`src/hdl/tx_line_pkg.sv`:
```
// package: register map, field positions, symbol layout and states of the transmit line port
package tx_line_pkg;

    // apb register map (byte addresses, one aligned word each)
    localparam int APB_AW = 12;
    localparam logic [11:0] ADDR_CTRL = 12'h000;
    localparam logic [11:0] ADDR_STATUS = 12'h004;

    // control register field positions
    localparam int CTRL_LINE_SIDE = 0;
    localparam int CTRL_CODING = 1;
    localparam int CTRL_TRISTATE = 2;
    localparam int CTRL_BAUD = 3;
    localparam int CTRL_POLARITY = 4;
    localparam int CTRL_CMI = 5;
    localparam int CTRL_W = 6;

    // control value after reset: analog side, tristate requested
    localparam logic [CTRL_W-1:0] CTRL_RESET = 6'h04;

    // status register field positions
    localparam int ST_UNDERRUN = 0;
    localparam int ST_DIG_OE = 1;
    localparam int ST_ANA_OE = 2;
    localparam int ST_MODE_LO = 3;
    localparam int ST_MODE_HI = 4;
    localparam int ST_BUF_VALID = 5;
    localparam int ST_FRAME_LO = 16;
    localparam int ST_FRAME_HI = 31;

    // frame counter width and reset value
    localparam int FRAME_CNT_W = 16;
    localparam logic [FRAME_CNT_W-1:0] FRAME_CNT_RESET = 16'h0000;

    // symbol from the framer core: frame start, positive rail / data, negative rail
    localparam int SYM_W = 3;
    localparam int SYM_FRAME = 2;
    localparam int SYM_POS = 1;
    localparam int SYM_NEG = 0;

    // buffer depth in symbols
    localparam int BUF_DEPTH = 2;

    // bit phase within one transmit clock period
    typedef enum logic [1:0] {
        PH_IDLE = 2'b00,
        PH_FIRST = 2'b01,
        PH_SECOND = 2'b11
    } phase_t;

    // active line mode
    typedef enum logic [1:0] {
        MODE_ANALOG = 2'b00,
        MODE_OPTICAL = 2'b01,
        MODE_DUAL = 2'b11
    } line_mode_t;

endpackage

```
`src/hdl/transmit_line_output_port.sv`:
```
// module: transmit line output stage with analog, dual-rail and optical modes
//
// Behaviour
// - line side 1 and coding 1 selects dual-rail positive/negative rails
// - dual-rail, baud width 0: pulses last half the bit period
// - dual-rail, baud width 1: pulses last the whole bit period
// - dual-rail data launched on rising transmit clock edges
// - polarity bit inverts rails; rails are active low by default
// - digital outputs tristate until line side 1 and tristate bit 0
// - optical mode sends unipolar data at transmit clock rate on rising edges
// - optical NRZ holds each bit for the full bit period
// - optical CMI shifts on both clock edges per CMI coding
// - optical data active high by default; polarity bit inverts it
// - line side 1 and coding 0 selects single-rail optical mode
// - frame marker high during first bit of each frame, rising edge updated
// - frame marker only driven in optical single-rail mode
`timescale 1ns/1ps
module transmit_line_output_port
    import tx_line_pkg::*;
(
    // clock and reset
    input wire logic mclk,
    input wire logic rstn,
    // apb register slave
    input wire logic psel,
    input wire logic penable,
    input wire logic pwrite,
    input wire logic [APB_AW-1:0] paddr,
    input wire logic [31:0] pwdata,
    input wire logic [3:0] pstrb,
    output logic [31:0] prdata,
    output logic pready,
    output logic pslverr,
    // symbol stream from the framer core
    input wire logic symValid,
    output logic symReady,
    input wire logic symFrameStart,
    input wire logic symPos,
    input wire logic symNeg,
    // transmit clock pin, asynchronous to mclk
    input wire logic transmit_clock,
    // analog line pins
    output logic tx_analog_line_a,
    output logic tx_analog_line_a_oe,
    output logic tx_analog_line_b,
    output logic tx_analog_line_b_oe,
    // digital line pins, shared between dual-rail and optical functions
    output logic tx_rail_positive,
    output logic tx_rail_positive_oe,
    output logic tx_rail_negative,
    output logic tx_rail_negative_oe
);

    typedef struct packed {
        // control register fields
        logic line_side_select;
        logic transmit_coding_select;
        logic transmit_tristate_ctl;
        logic baud_width_select;
        logic output_polarity_select;
        logic cmiSelect;
        // sticky status
        logic underrun;
        logic [FRAME_CNT_W-1:0] frameCount;
        // apb read data
        logic [31:0] prdata;
        // transmit clock synchroniser and edge history
        logic xclkMeta;
        logic xclkSync;
        logic xclkLast;
        // bit timing
        phase_t phase;
        logic cmiZero;
        logic cmiLevel;
        // unpolarised line levels
        logic pulsePos;
        logic pulseNeg;
        logic anaA;
        logic anaB;
        // pin levels and enables
        logic pinPos;
        logic pinNeg;
        logic pinA;
        logic pinB;
        logic digOe;
        logic anaOe;
    } port_t;

    port_t st_ff;
    port_t nxt_st;

    // buffer connection
    logic bufValid;
    logic bufReady;
    logic [SYM_W-1:0] bufData;
    logic [SYM_W-1:0] inSym;

    // decoded bus and timing events
    logic apbSetup;
    logic apbAccess;
    logic hitCtrl;
    logic hitStatus;
    logic xclkRise;
    logic xclkFall;
    line_mode_t mode;
    logic [SYM_W-1:0] sym;
    logic dataBit;
    logic opticalLevel;
    logic underrunEvt;
    logic underrunClr;
    logic [31:0] readWord;

    // frame start is packed with its own bit so both leave on one edge
    assign inSym = {symFrameStart, symPos, symNeg};

    tx_line_buffer u_buffer (
        .mclk(mclk),
        .rstn(rstn),
        .inValid(symValid),
        .inReady(symReady),
        .inData(inSym),
        .outValid(bufValid),
        .outReady(bufReady),
        .outData(bufData)
    );

    // one symbol is drained per transmit clock rising edge; the core stalls otherwise
    assign bufReady = xclkRise;

    // apb decode: zero wait states, unmapped addresses answer with pslverr
    assign apbSetup = psel & ~penable;
    assign apbAccess = psel & penable;
    assign hitCtrl = (paddr == ADDR_CTRL);
    assign hitStatus = (paddr == ADDR_STATUS);
    assign pready = 1'b1;
    assign pslverr = apbAccess & ~(hitCtrl | hitStatus);
    assign prdata = st_ff.prdata;

    // edges are taken from the second and third stages, never the first
    assign xclkRise = st_ff.xclkSync & ~st_ff.xclkLast;
    assign xclkFall = ~st_ff.xclkSync & st_ff.xclkLast;

    // line mode from the side and coding select bits
    always_comb begin
        if (!st_ff.line_side_select) begin
            mode = MODE_ANALOG;
        end else if (st_ff.transmit_coding_select) begin
            mode = MODE_DUAL;
        end else begin
            mode = MODE_OPTICAL;
        end
    end

    // an empty buffer at a bit boundary sends an idle symbol
    assign sym = bufValid ? bufData : '0;
    assign dataBit = sym[SYM_POS];
    assign underrunEvt = xclkRise & ~bufValid;
    assign underrunClr = apbAccess & pwrite & hitStatus & pstrb[0] & pwdata[ST_UNDERRUN];

    // optical level at a rising edge: nrz holds the bit, cmi ones alternate
    always_comb begin
        if (!st_ff.cmiSelect) begin
            opticalLevel = dataBit;
        end else if (dataBit) begin
            opticalLevel = ~st_ff.cmiLevel;
        end else begin
            opticalLevel = 1'b0;
        end
    end

    // read data mux; reserved bits read as zero
    always_comb begin
        readWord = 32'h0000_0000;
        if (hitCtrl) begin
            readWord[CTRL_LINE_SIDE] = st_ff.line_side_select;
            readWord[CTRL_CODING] = st_ff.transmit_coding_select;
            readWord[CTRL_TRISTATE] = st_ff.transmit_tristate_ctl;
            readWord[CTRL_BAUD] = st_ff.baud_width_select;
            readWord[CTRL_POLARITY] = st_ff.output_polarity_select;
            readWord[CTRL_CMI] = st_ff.cmiSelect;
        end else if (hitStatus) begin
            readWord[ST_UNDERRUN] = st_ff.underrun;
            readWord[ST_DIG_OE] = st_ff.digOe;
            readWord[ST_ANA_OE] = st_ff.anaOe;
            readWord[ST_MODE_HI:ST_MODE_LO] = mode;
            readWord[ST_BUF_VALID] = bufValid;
            readWord[ST_FRAME_HI:ST_FRAME_LO] = st_ff.frameCount;
        end
    end

    // next state of the whole port
    always_comb begin
        nxt_st = st_ff;

        // read data is captured in the setup cycle and stands through the access
        if (apbSetup) begin
            nxt_st.prdata = readWord;
        end

        // control register write takes effect at the access edge
        if (apbAccess && pwrite && hitCtrl && pstrb[0]) begin
            nxt_st.line_side_select = pwdata[CTRL_LINE_SIDE];
            nxt_st.transmit_coding_select = pwdata[CTRL_CODING];
            nxt_st.transmit_tristate_ctl = pwdata[CTRL_TRISTATE];
            nxt_st.baud_width_select = pwdata[CTRL_BAUD];
            nxt_st.output_polarity_select = pwdata[CTRL_POLARITY];
            nxt_st.cmiSelect = pwdata[CTRL_CMI];
        end

        // sticky underrun: a new event beats a clear in the same cycle
        nxt_st.underrun = (st_ff.underrun & ~underrunClr) | underrunEvt;

        // two-stage synchroniser plus edge history
        nxt_st.xclkMeta = transmit_clock;
        nxt_st.xclkSync = st_ff.xclkMeta;
        nxt_st.xclkLast = st_ff.xclkSync;

        // rising edge: start of a bit, every mode launches here
        if (xclkRise) begin
            nxt_st.phase = PH_FIRST;
            nxt_st.cmiZero = st_ff.cmiSelect & ~dataBit;
            if (st_ff.cmiSelect && dataBit) begin
                nxt_st.cmiLevel = ~st_ff.cmiLevel;
            end
            if (bufValid && sym[SYM_FRAME]) begin
                nxt_st.frameCount = st_ff.frameCount + 16'h0001;
            end
            case (mode)
                MODE_DUAL: begin
                    nxt_st.pulsePos = sym[SYM_POS];
                    nxt_st.pulseNeg = sym[SYM_NEG];
                    nxt_st.anaA = 1'b0;
                    nxt_st.anaB = 1'b0;
                end
                MODE_OPTICAL: begin
                    // data on the positive pin, marker on the negative pin
                    nxt_st.pulsePos = opticalLevel;
                    nxt_st.pulseNeg = sym[SYM_FRAME];
                    nxt_st.anaA = 1'b0;
                    nxt_st.anaB = 1'b0;
                end
                MODE_ANALOG: begin
                    // analog pulse pair drives the transformer halves
                    nxt_st.pulsePos = 1'b0;
                    nxt_st.pulseNeg = 1'b0;
                    nxt_st.anaA = sym[SYM_POS];
                    nxt_st.anaB = sym[SYM_NEG];
                end
                default: begin
                    nxt_st.pulsePos = 1'b0;
                    nxt_st.pulseNeg = 1'b0;
                    nxt_st.anaA = 1'b0;
                    nxt_st.anaB = 1'b0;
                end
            endcase
        end else if (xclkFall && (st_ff.phase != PH_IDLE)) begin
            // falling edge: second half of the bit
            nxt_st.phase = PH_SECOND;
            // half-bauded rails return to idle, full-bauded ones hold
            if ((mode == MODE_DUAL) && !st_ff.baud_width_select) begin
                nxt_st.pulsePos = 1'b0;
                nxt_st.pulseNeg = 1'b0;
            end
            // cmi zero goes high mid-bit, giving its half duty symbol
            if ((mode == MODE_OPTICAL) && st_ff.cmiZero) begin
                nxt_st.pulsePos = 1'b1;
            end
            // analog pulses are half-bauded
            nxt_st.anaA = 1'b0;
            nxt_st.anaB = 1'b0;
        end

        // polarity: rails active low unless inverted, optical data active high
        case (mode)
            MODE_DUAL: begin
                nxt_st.pinPos = nxt_st.pulsePos ^ ~st_ff.output_polarity_select;
                nxt_st.pinNeg = nxt_st.pulseNeg ^ ~st_ff.output_polarity_select;
            end
            MODE_OPTICAL: begin
                nxt_st.pinPos = nxt_st.pulsePos ^ st_ff.output_polarity_select;
                nxt_st.pinNeg = nxt_st.pulseNeg;
            end
            default: begin
                nxt_st.pinPos = 1'b0;
                nxt_st.pinNeg = 1'b0;
            end
        endcase
        nxt_st.pinA = nxt_st.anaA;
        nxt_st.pinB = nxt_st.anaB;

        // output enables; the tristate bit set at reset keeps all pins off
        nxt_st.digOe = st_ff.line_side_select & ~st_ff.transmit_tristate_ctl;
        nxt_st.anaOe = ~st_ff.line_side_select & st_ff.transmit_coding_select
            & ~st_ff.transmit_tristate_ctl;
    end

    // state register; control takes the reset value, all else clears
    always_ff @(posedge mclk or negedge rstn) begin
        if (!rstn) begin
            st_ff <= '0;
            st_ff.line_side_select <= CTRL_RESET[CTRL_LINE_SIDE];
            st_ff.transmit_coding_select <= CTRL_RESET[CTRL_CODING];
            st_ff.transmit_tristate_ctl <= CTRL_RESET[CTRL_TRISTATE];
            st_ff.baud_width_select <= CTRL_RESET[CTRL_BAUD];
            st_ff.output_polarity_select <= CTRL_RESET[CTRL_POLARITY];
            st_ff.cmiSelect <= CTRL_RESET[CTRL_CMI];
            st_ff.frameCount <= FRAME_CNT_RESET;
            st_ff.phase <= PH_IDLE;
        end else begin
            st_ff <= nxt_st;
        end
    end

    // pin drivers; marker is valid only in optical mode
    assign tx_rail_positive = st_ff.pinPos;
    assign tx_rail_positive_oe = st_ff.digOe;
    assign tx_rail_negative = st_ff.pinNeg;
    assign tx_rail_negative_oe = st_ff.digOe;
    assign tx_analog_line_a = st_ff.pinA;
    assign tx_analog_line_a_oe = st_ff.anaOe;
    assign tx_analog_line_b = st_ff.pinB;
    assign tx_analog_line_b_oe = st_ff.anaOe;

endmodule // transmit_line_output_port

```
`src/hdl/tx_line_buffer.sv`:
```
// module: two-entry symbol buffer between framer core and line output stage
`timescale 1ns/1ps
module tx_line_buffer
    import tx_line_pkg::*;
(
    // clock and reset
    input wire logic mclk,
    input wire logic rstn,
    // filling side
    input wire logic inValid,
    output logic inReady,
    input wire logic [SYM_W-1:0] inData,
    // draining side
    output logic outValid,
    input wire logic outReady,
    output logic [SYM_W-1:0] outData
);

    typedef struct packed {
        logic [BUF_DEPTH-1:0][SYM_W-1:0] mem;
        logic wrPtr;
        logic rdPtr;
        logic [1:0] count;
    } buf_t;

    buf_t buf_ff;
    buf_t nxt_buf;
    logic push;
    logic pop;

    // honest full and empty flags from the fill count
    assign inReady = (buf_ff.count != 2'(BUF_DEPTH));
    assign outValid = (buf_ff.count != 2'h0);
    assign outData = buf_ff.mem[buf_ff.rdPtr];
    assign push = inValid & inReady;
    assign pop = outValid & outReady;

    // next state: write entry, advance pointers, track count
    always_comb begin
        nxt_buf = buf_ff;
        for (int i = 0; i < BUF_DEPTH; i++) begin
            if (push && (buf_ff.wrPtr == 1'(i))) begin
                nxt_buf.mem[i] = inData;
            end
        end
        if (push) begin
            nxt_buf.wrPtr = ~buf_ff.wrPtr;
        end
        if (pop) begin
            nxt_buf.rdPtr = ~buf_ff.rdPtr;
        end
        case ({push, pop})
            2'b10: nxt_buf.count = buf_ff.count + 2'h1;
            2'b01: nxt_buf.count = buf_ff.count - 2'h1;
            default: nxt_buf.count = buf_ff.count;
        endcase
    end

    // state register
    always_ff @(posedge mclk or negedge rstn) begin
        if (!rstn) begin
            buf_ff <= '0;
        end else begin
            buf_ff <= nxt_buf;
        end
    end

endmodule // tx_line_buffer

```
`config.mk`:
```
export PLATFORM = sky130hd
export DESIGN_NAME = transmit_line_output_port
export DESIGN_NICKNAME = d
export VERILOG_FILES = /design/src/hdl/tx_line_pkg.sv /design/src/hdl/transmit_line_output_port.sv /design/src/hdl/tx_line_buffer.sv
export SDC_FILE = /design/constraint.sdc
export NUM_CORES = 1
export LEC_CHECK = 0
export ABC_AREA = 1
export CORE_MARGIN = 1.5
export CORE_UTILIZATION = 35
export CTS_CLUSTER_SIZE = 16
export DETAILED_ROUTE_END_ITERATION = 10
export DONT_BUFFER_PORTS = 1
export GPL_ROUTABILITY_DRIVEN = 0
export PLACE_DENSITY_LB_ADDON = 0.08
export SETUP_SLACK_MARGIN = 0.02
export SLEW_MARGIN = 10
export SYNTH_ARGS = -nofsm -noshare
export SYNTH_HDL_FRONTEND = slang
export SYNTH_HIERARCHICAL = 1
export SYNTH_SLANG_ARGS = --single-unit
```
`constraint.sdc`:
```
create_clock -name mclk -period 2.1 [get_ports mclk]
set_clock_uncertainty 0.15 [all_clocks]
set_input_delay 0.105 -clock mclk [delete_from_list [all_inputs] [get_ports mclk]]
set_output_delay 0.105 -clock mclk [all_outputs]
set_load 0.03 [all_outputs]
```
==> run_results.csv <==
group,metric,value,unit
drt,drc,0,
timing,period_minus_slack,2.03,ns
final_layout,fin_area,3990,um^2
setup_path,cp_num_buf_inv,4,
clock_network,postCtsSetupBuffers,0,
logic_synthesis,synth_edf_count,0,
global_route,grt_usage,15.4,%
logic_synthesis,ys.flop_type,"dfrtp_1",
timing,rsz0062_at_grt,"false",
power,p_leak,1.97,nW
final_layout,utilization,40.3,%
clock_network,cts.clk_slew.worst_paths,0.08,ns
logic_synthesis,ys_async_sr_fraction,100,%
timing,slew_headroom,49.6,%
floorplan,die_h,105,um
power,power_switching,1.11,mW
clock_network,clk_path_buf_depth,2,
clock_network,clock-sinks,70,
timing,finalCritPeriodShare,96.7,%
floorplan,dieArea,11000,um^2
final_layout,drive_above_1_share,11.3,%
setup_path,crit_required,2.23,ns
drt,dr_total_vias,2655,
clock_network,clock_latency,0.34,ns
drt,drtPass1Iterations,5,
drt,routed_wl,7830,um
drt,postRouteAntennaNets,0,
timing,drv_slew,0,
timing,hold_ws,0.0389,ns
power,p_int,2.17,mW
setup_path,crit_end,"prdata[2]$_DFFE_PN0P_",
power,p_comb_share,20.2,%
logic_synthesis,ys_seq_area_share,48.4,%
worst_hold_path,holdCritPathClass,"input port to flop",
timing,tightest_slew,0.753,ns
power,ir_worst_vdd,322,uV
logic_synthesis,synth.distinct_cells,35,
global_route,grt_pass1_vias,2606,
global_route,grt_pass1_wl,13400,um
timing,finalHoldViolCount,0,
drt,viasPerCell,4.61,
floorplan,ios,101,
worst_hold_path,hp-start,"pwrite",
floorplan,floorplan.rows,36,
power,power_density,822,nW/um^2
logic_synthesis,yosys.area.top_type,"dfrtp_1",
logic_synthesis,postSynthAreaPerCell,8.39,um^2
setup_path,setup.worst_path.start,"penable",
setup_path,worst_setup_path_start_kind,"input port",
power,p_sw_share,34.0,%
clock_network,ctsHtreeMaxLevel,3,
power,clkPwrFrac,29.5,%
global_route,overflow,0,
setup_path,max_stage_delay,0.59,ns
setup_path,cpMaxStageDelayCell,"dlygate4sd3_1",
logic_synthesis,yosys_warnings,6,
placement,hpwl,5430,um
setup_path,cp_top_family,"buffers and inverters",
setup_path,worstPathArrival,2.16,ns
setup_path,r2r_end,"prdata[2]$_DFFE_PN0P_",
placement,port-buffer-count,0,
timing,setup_viol,0,
clock_network,tritoncts,"yes",
setup_path,r2r_slack,0.32,ns
drt,wl_per_cell,13.6,um
logic_synthesis,synth_area,3620,um^2
final_layout,fill_cells,1026,
clock_network,clockRootBuffer,"clkbuf_8",
setup_path,path_common_cell,"dlygate4sd3_1",
logic_synthesis,synth_most_common_cell,"nand2_1",
placement,dpl_cell_area,3550,um^2
floorplan,die_w,105,um
logic_synthesis,synth_top_area_share,47.6,%
setup_path,path_cells,"dlygate4sd3_1 > nor2_1 > dlygate4sd3_1 > buf_6 > nand2_1 > nand2_1 > dlygate4sd3_1",
logic_synthesis,syn_inst,432,
setup_path,end_kind,"flop",
global_route,grt_start_max_net_pins,71,
logic_synthesis,ys_top_cells_by_count,"nand2_1 (140), dfrtp_1 (69), buf_4 (36)",
power,pwr-share-seq,50.2,%
setup_path,path_depth,7,
setup_path,reg2reg_depth,5,
global_route,antenna_found_initial,0,
floorplan,core_area,9910,um^2
final_layout,diodes,0,
setup_path,r2r-start,"tx_analog_line_a_oe$_DFF_PN0_",
timing,fmax,493,MHz
outcome,status,"finished clean",
logic_synthesis,ys_ff_latch,70,
final_layout,final_nets,498,
final_layout,syn_to_final_growth,10.0,%
setup_path,worstSetupPathType,"input port to flop",
floorplan,start_util,36.6,%
logic_synthesis,netlist_top_cells_area,"dfrtp_1 (48%), nand2_1 (14%), buf_4 (7.5%)",
setup_path,critPathMaxFanout,11,
job,drv_cap,0,
drt,drtIter0Drc,110,
timing,fin_tns_setup,0,ns
clock_network,numCtsBuffers,9,
==> power groups by stage <==
| stage | sequential, mW | clock, mW | combinational, mW |
|---|---|---|---|
| 5_1_grt | 1.66 | 1.07 | 0.757 |
| 4_1_cts | 1.65 | 1.01 | 0.674 |
| 6_report | 1.65 | 0.969 | 0.664 |
| 3_3_place_gp | 1.67 | 0 | 0.592 |
| 3_5_place_dp | 1.67 | 0 | 0.604 |
| 2_1_floorplan | 1.64 | 0 | 0.500 |
==> registers in the layout, summed over array words and instances, names as in the netlist <==
| register | count |
|---|---|
| st_ff | 30 |
| prdata | 22 |
| u_buffer/buf_ff | 10 |
| nxt_st | 2 |
| tx_analog_line_a | 1 |
| tx_analog_line_a_oe | 1 |
| tx_analog_line_b | 1 |
| tx_rail_negative | 1 |
| tx_rail_negative_oe | 1 |
| tx_rail_positive | 1 |
==> per-stage QoR <==
| stage | power (mW) | setup WS (ns) | std cells |
|---|---|---|---|
| after floorplan | 2.14 | 0.519 | 441 |
| after global placement | 2.26 | 0.363 | 535 |
| after detailed placement | 2.28 | 0.361 | 535 |
| after CTS | 3.33 | 0.0773 | 576 |
| after global routing | 3.49 | 0.0367 | 576 |
| final | 3.28 | 0.0697 | 576 |
==> cell families (layout without fill, tap and decap cells) <==
logic type	count (synthesis)	in the layout	synth area share (%)
xor gates and xnor gates	12	12	2.90
buffers and inverters	83	85	12.7
DFF	70	70	48.4
other	2	11	0.207
adders and majority gates	2	2	0.690
AOI/OAI and AO/OA	29	29	5.49
and+or+nand+nor	234	234	29.7
==> cell type report <==
class / count / area, um^2 / area share, %
sequential: 70 / 1750 / 43.9
multi-input combinational: 288 / 1450 / 36.3
timing repair buffer: 30 / 309 / 7.75
tap: 133 / 166 / 4.17
inverter: 39 / 146 / 3.67
clock buffer: 12 / 145 / 3.64
clock inverter: 4 / 22.5 / 0.565
==> layer usage <==
metal	track usage [%]	part of all wire, %	vias to the layer above
li1	-	-	1337
met1	20.7	48	1255
met2	24.0	47	55
met3	4.55	3.5	8
met4	4.40	1.2	0
met5	0	0	-
==> worst min-delay path, delay by kind of cell <==
family | cells | cell delay (ns)
AND/OR/NAND/NOR | 5 | 0.40
==> cells in the final DEF, fill, tap and decap left out, types with 2 or more instances in the layout <==
master	count
inv_1	34
nand2_1	140
conb_1	11
nor2_2	2
dfrtp_1	69
nor3_1	5
inv_2	5
buf_4	4
ha_1	2
nand2_4	2
nand4_1	10
nor2_1	32
clkinv_2	3
xor2_1	8
xnor2_1	4
clkbuf_1	2
nand2_2	5
clkbuf_8	10
o31ai_1	6
nor2_4	4
dlygate4sd3_1	24
nand3_2	2
o31ai_2	5
o21ai_0	15
nand3_1	25
==> how the worst min path moves through the flow <==
stage | slack [ns] | cells after the start | to
global placement | -0.34 | 0 | st_ff[12]$_DFFE_PN0P_
CTS | 0.02 | 5 | st_ff[65]$_DFF_PN0_
detailed placement | -0.34 | 0 | tx_rail_negative$_DFF_PN0_
global route | 0.07 | 5 | st_ff[65]$_DFF_PN0_
floorplan | -0.34 | 0 | nxt_st[14]$_DFF_PN0_
finish | 0.04 | 5 | st_ff[69]$_DFFE_PN1P_
==> timing repair <==
| action | in CTS | in global routing |
|---|---|---|
| hold buffers | 25 | 0 |
| gates resized for setup | 0 | 1 |
| endpoints found under the hold margin | 97 | 0 |
| setup endpoints to repair | 0 | 1 |
(Power assumes the default switching activity.)
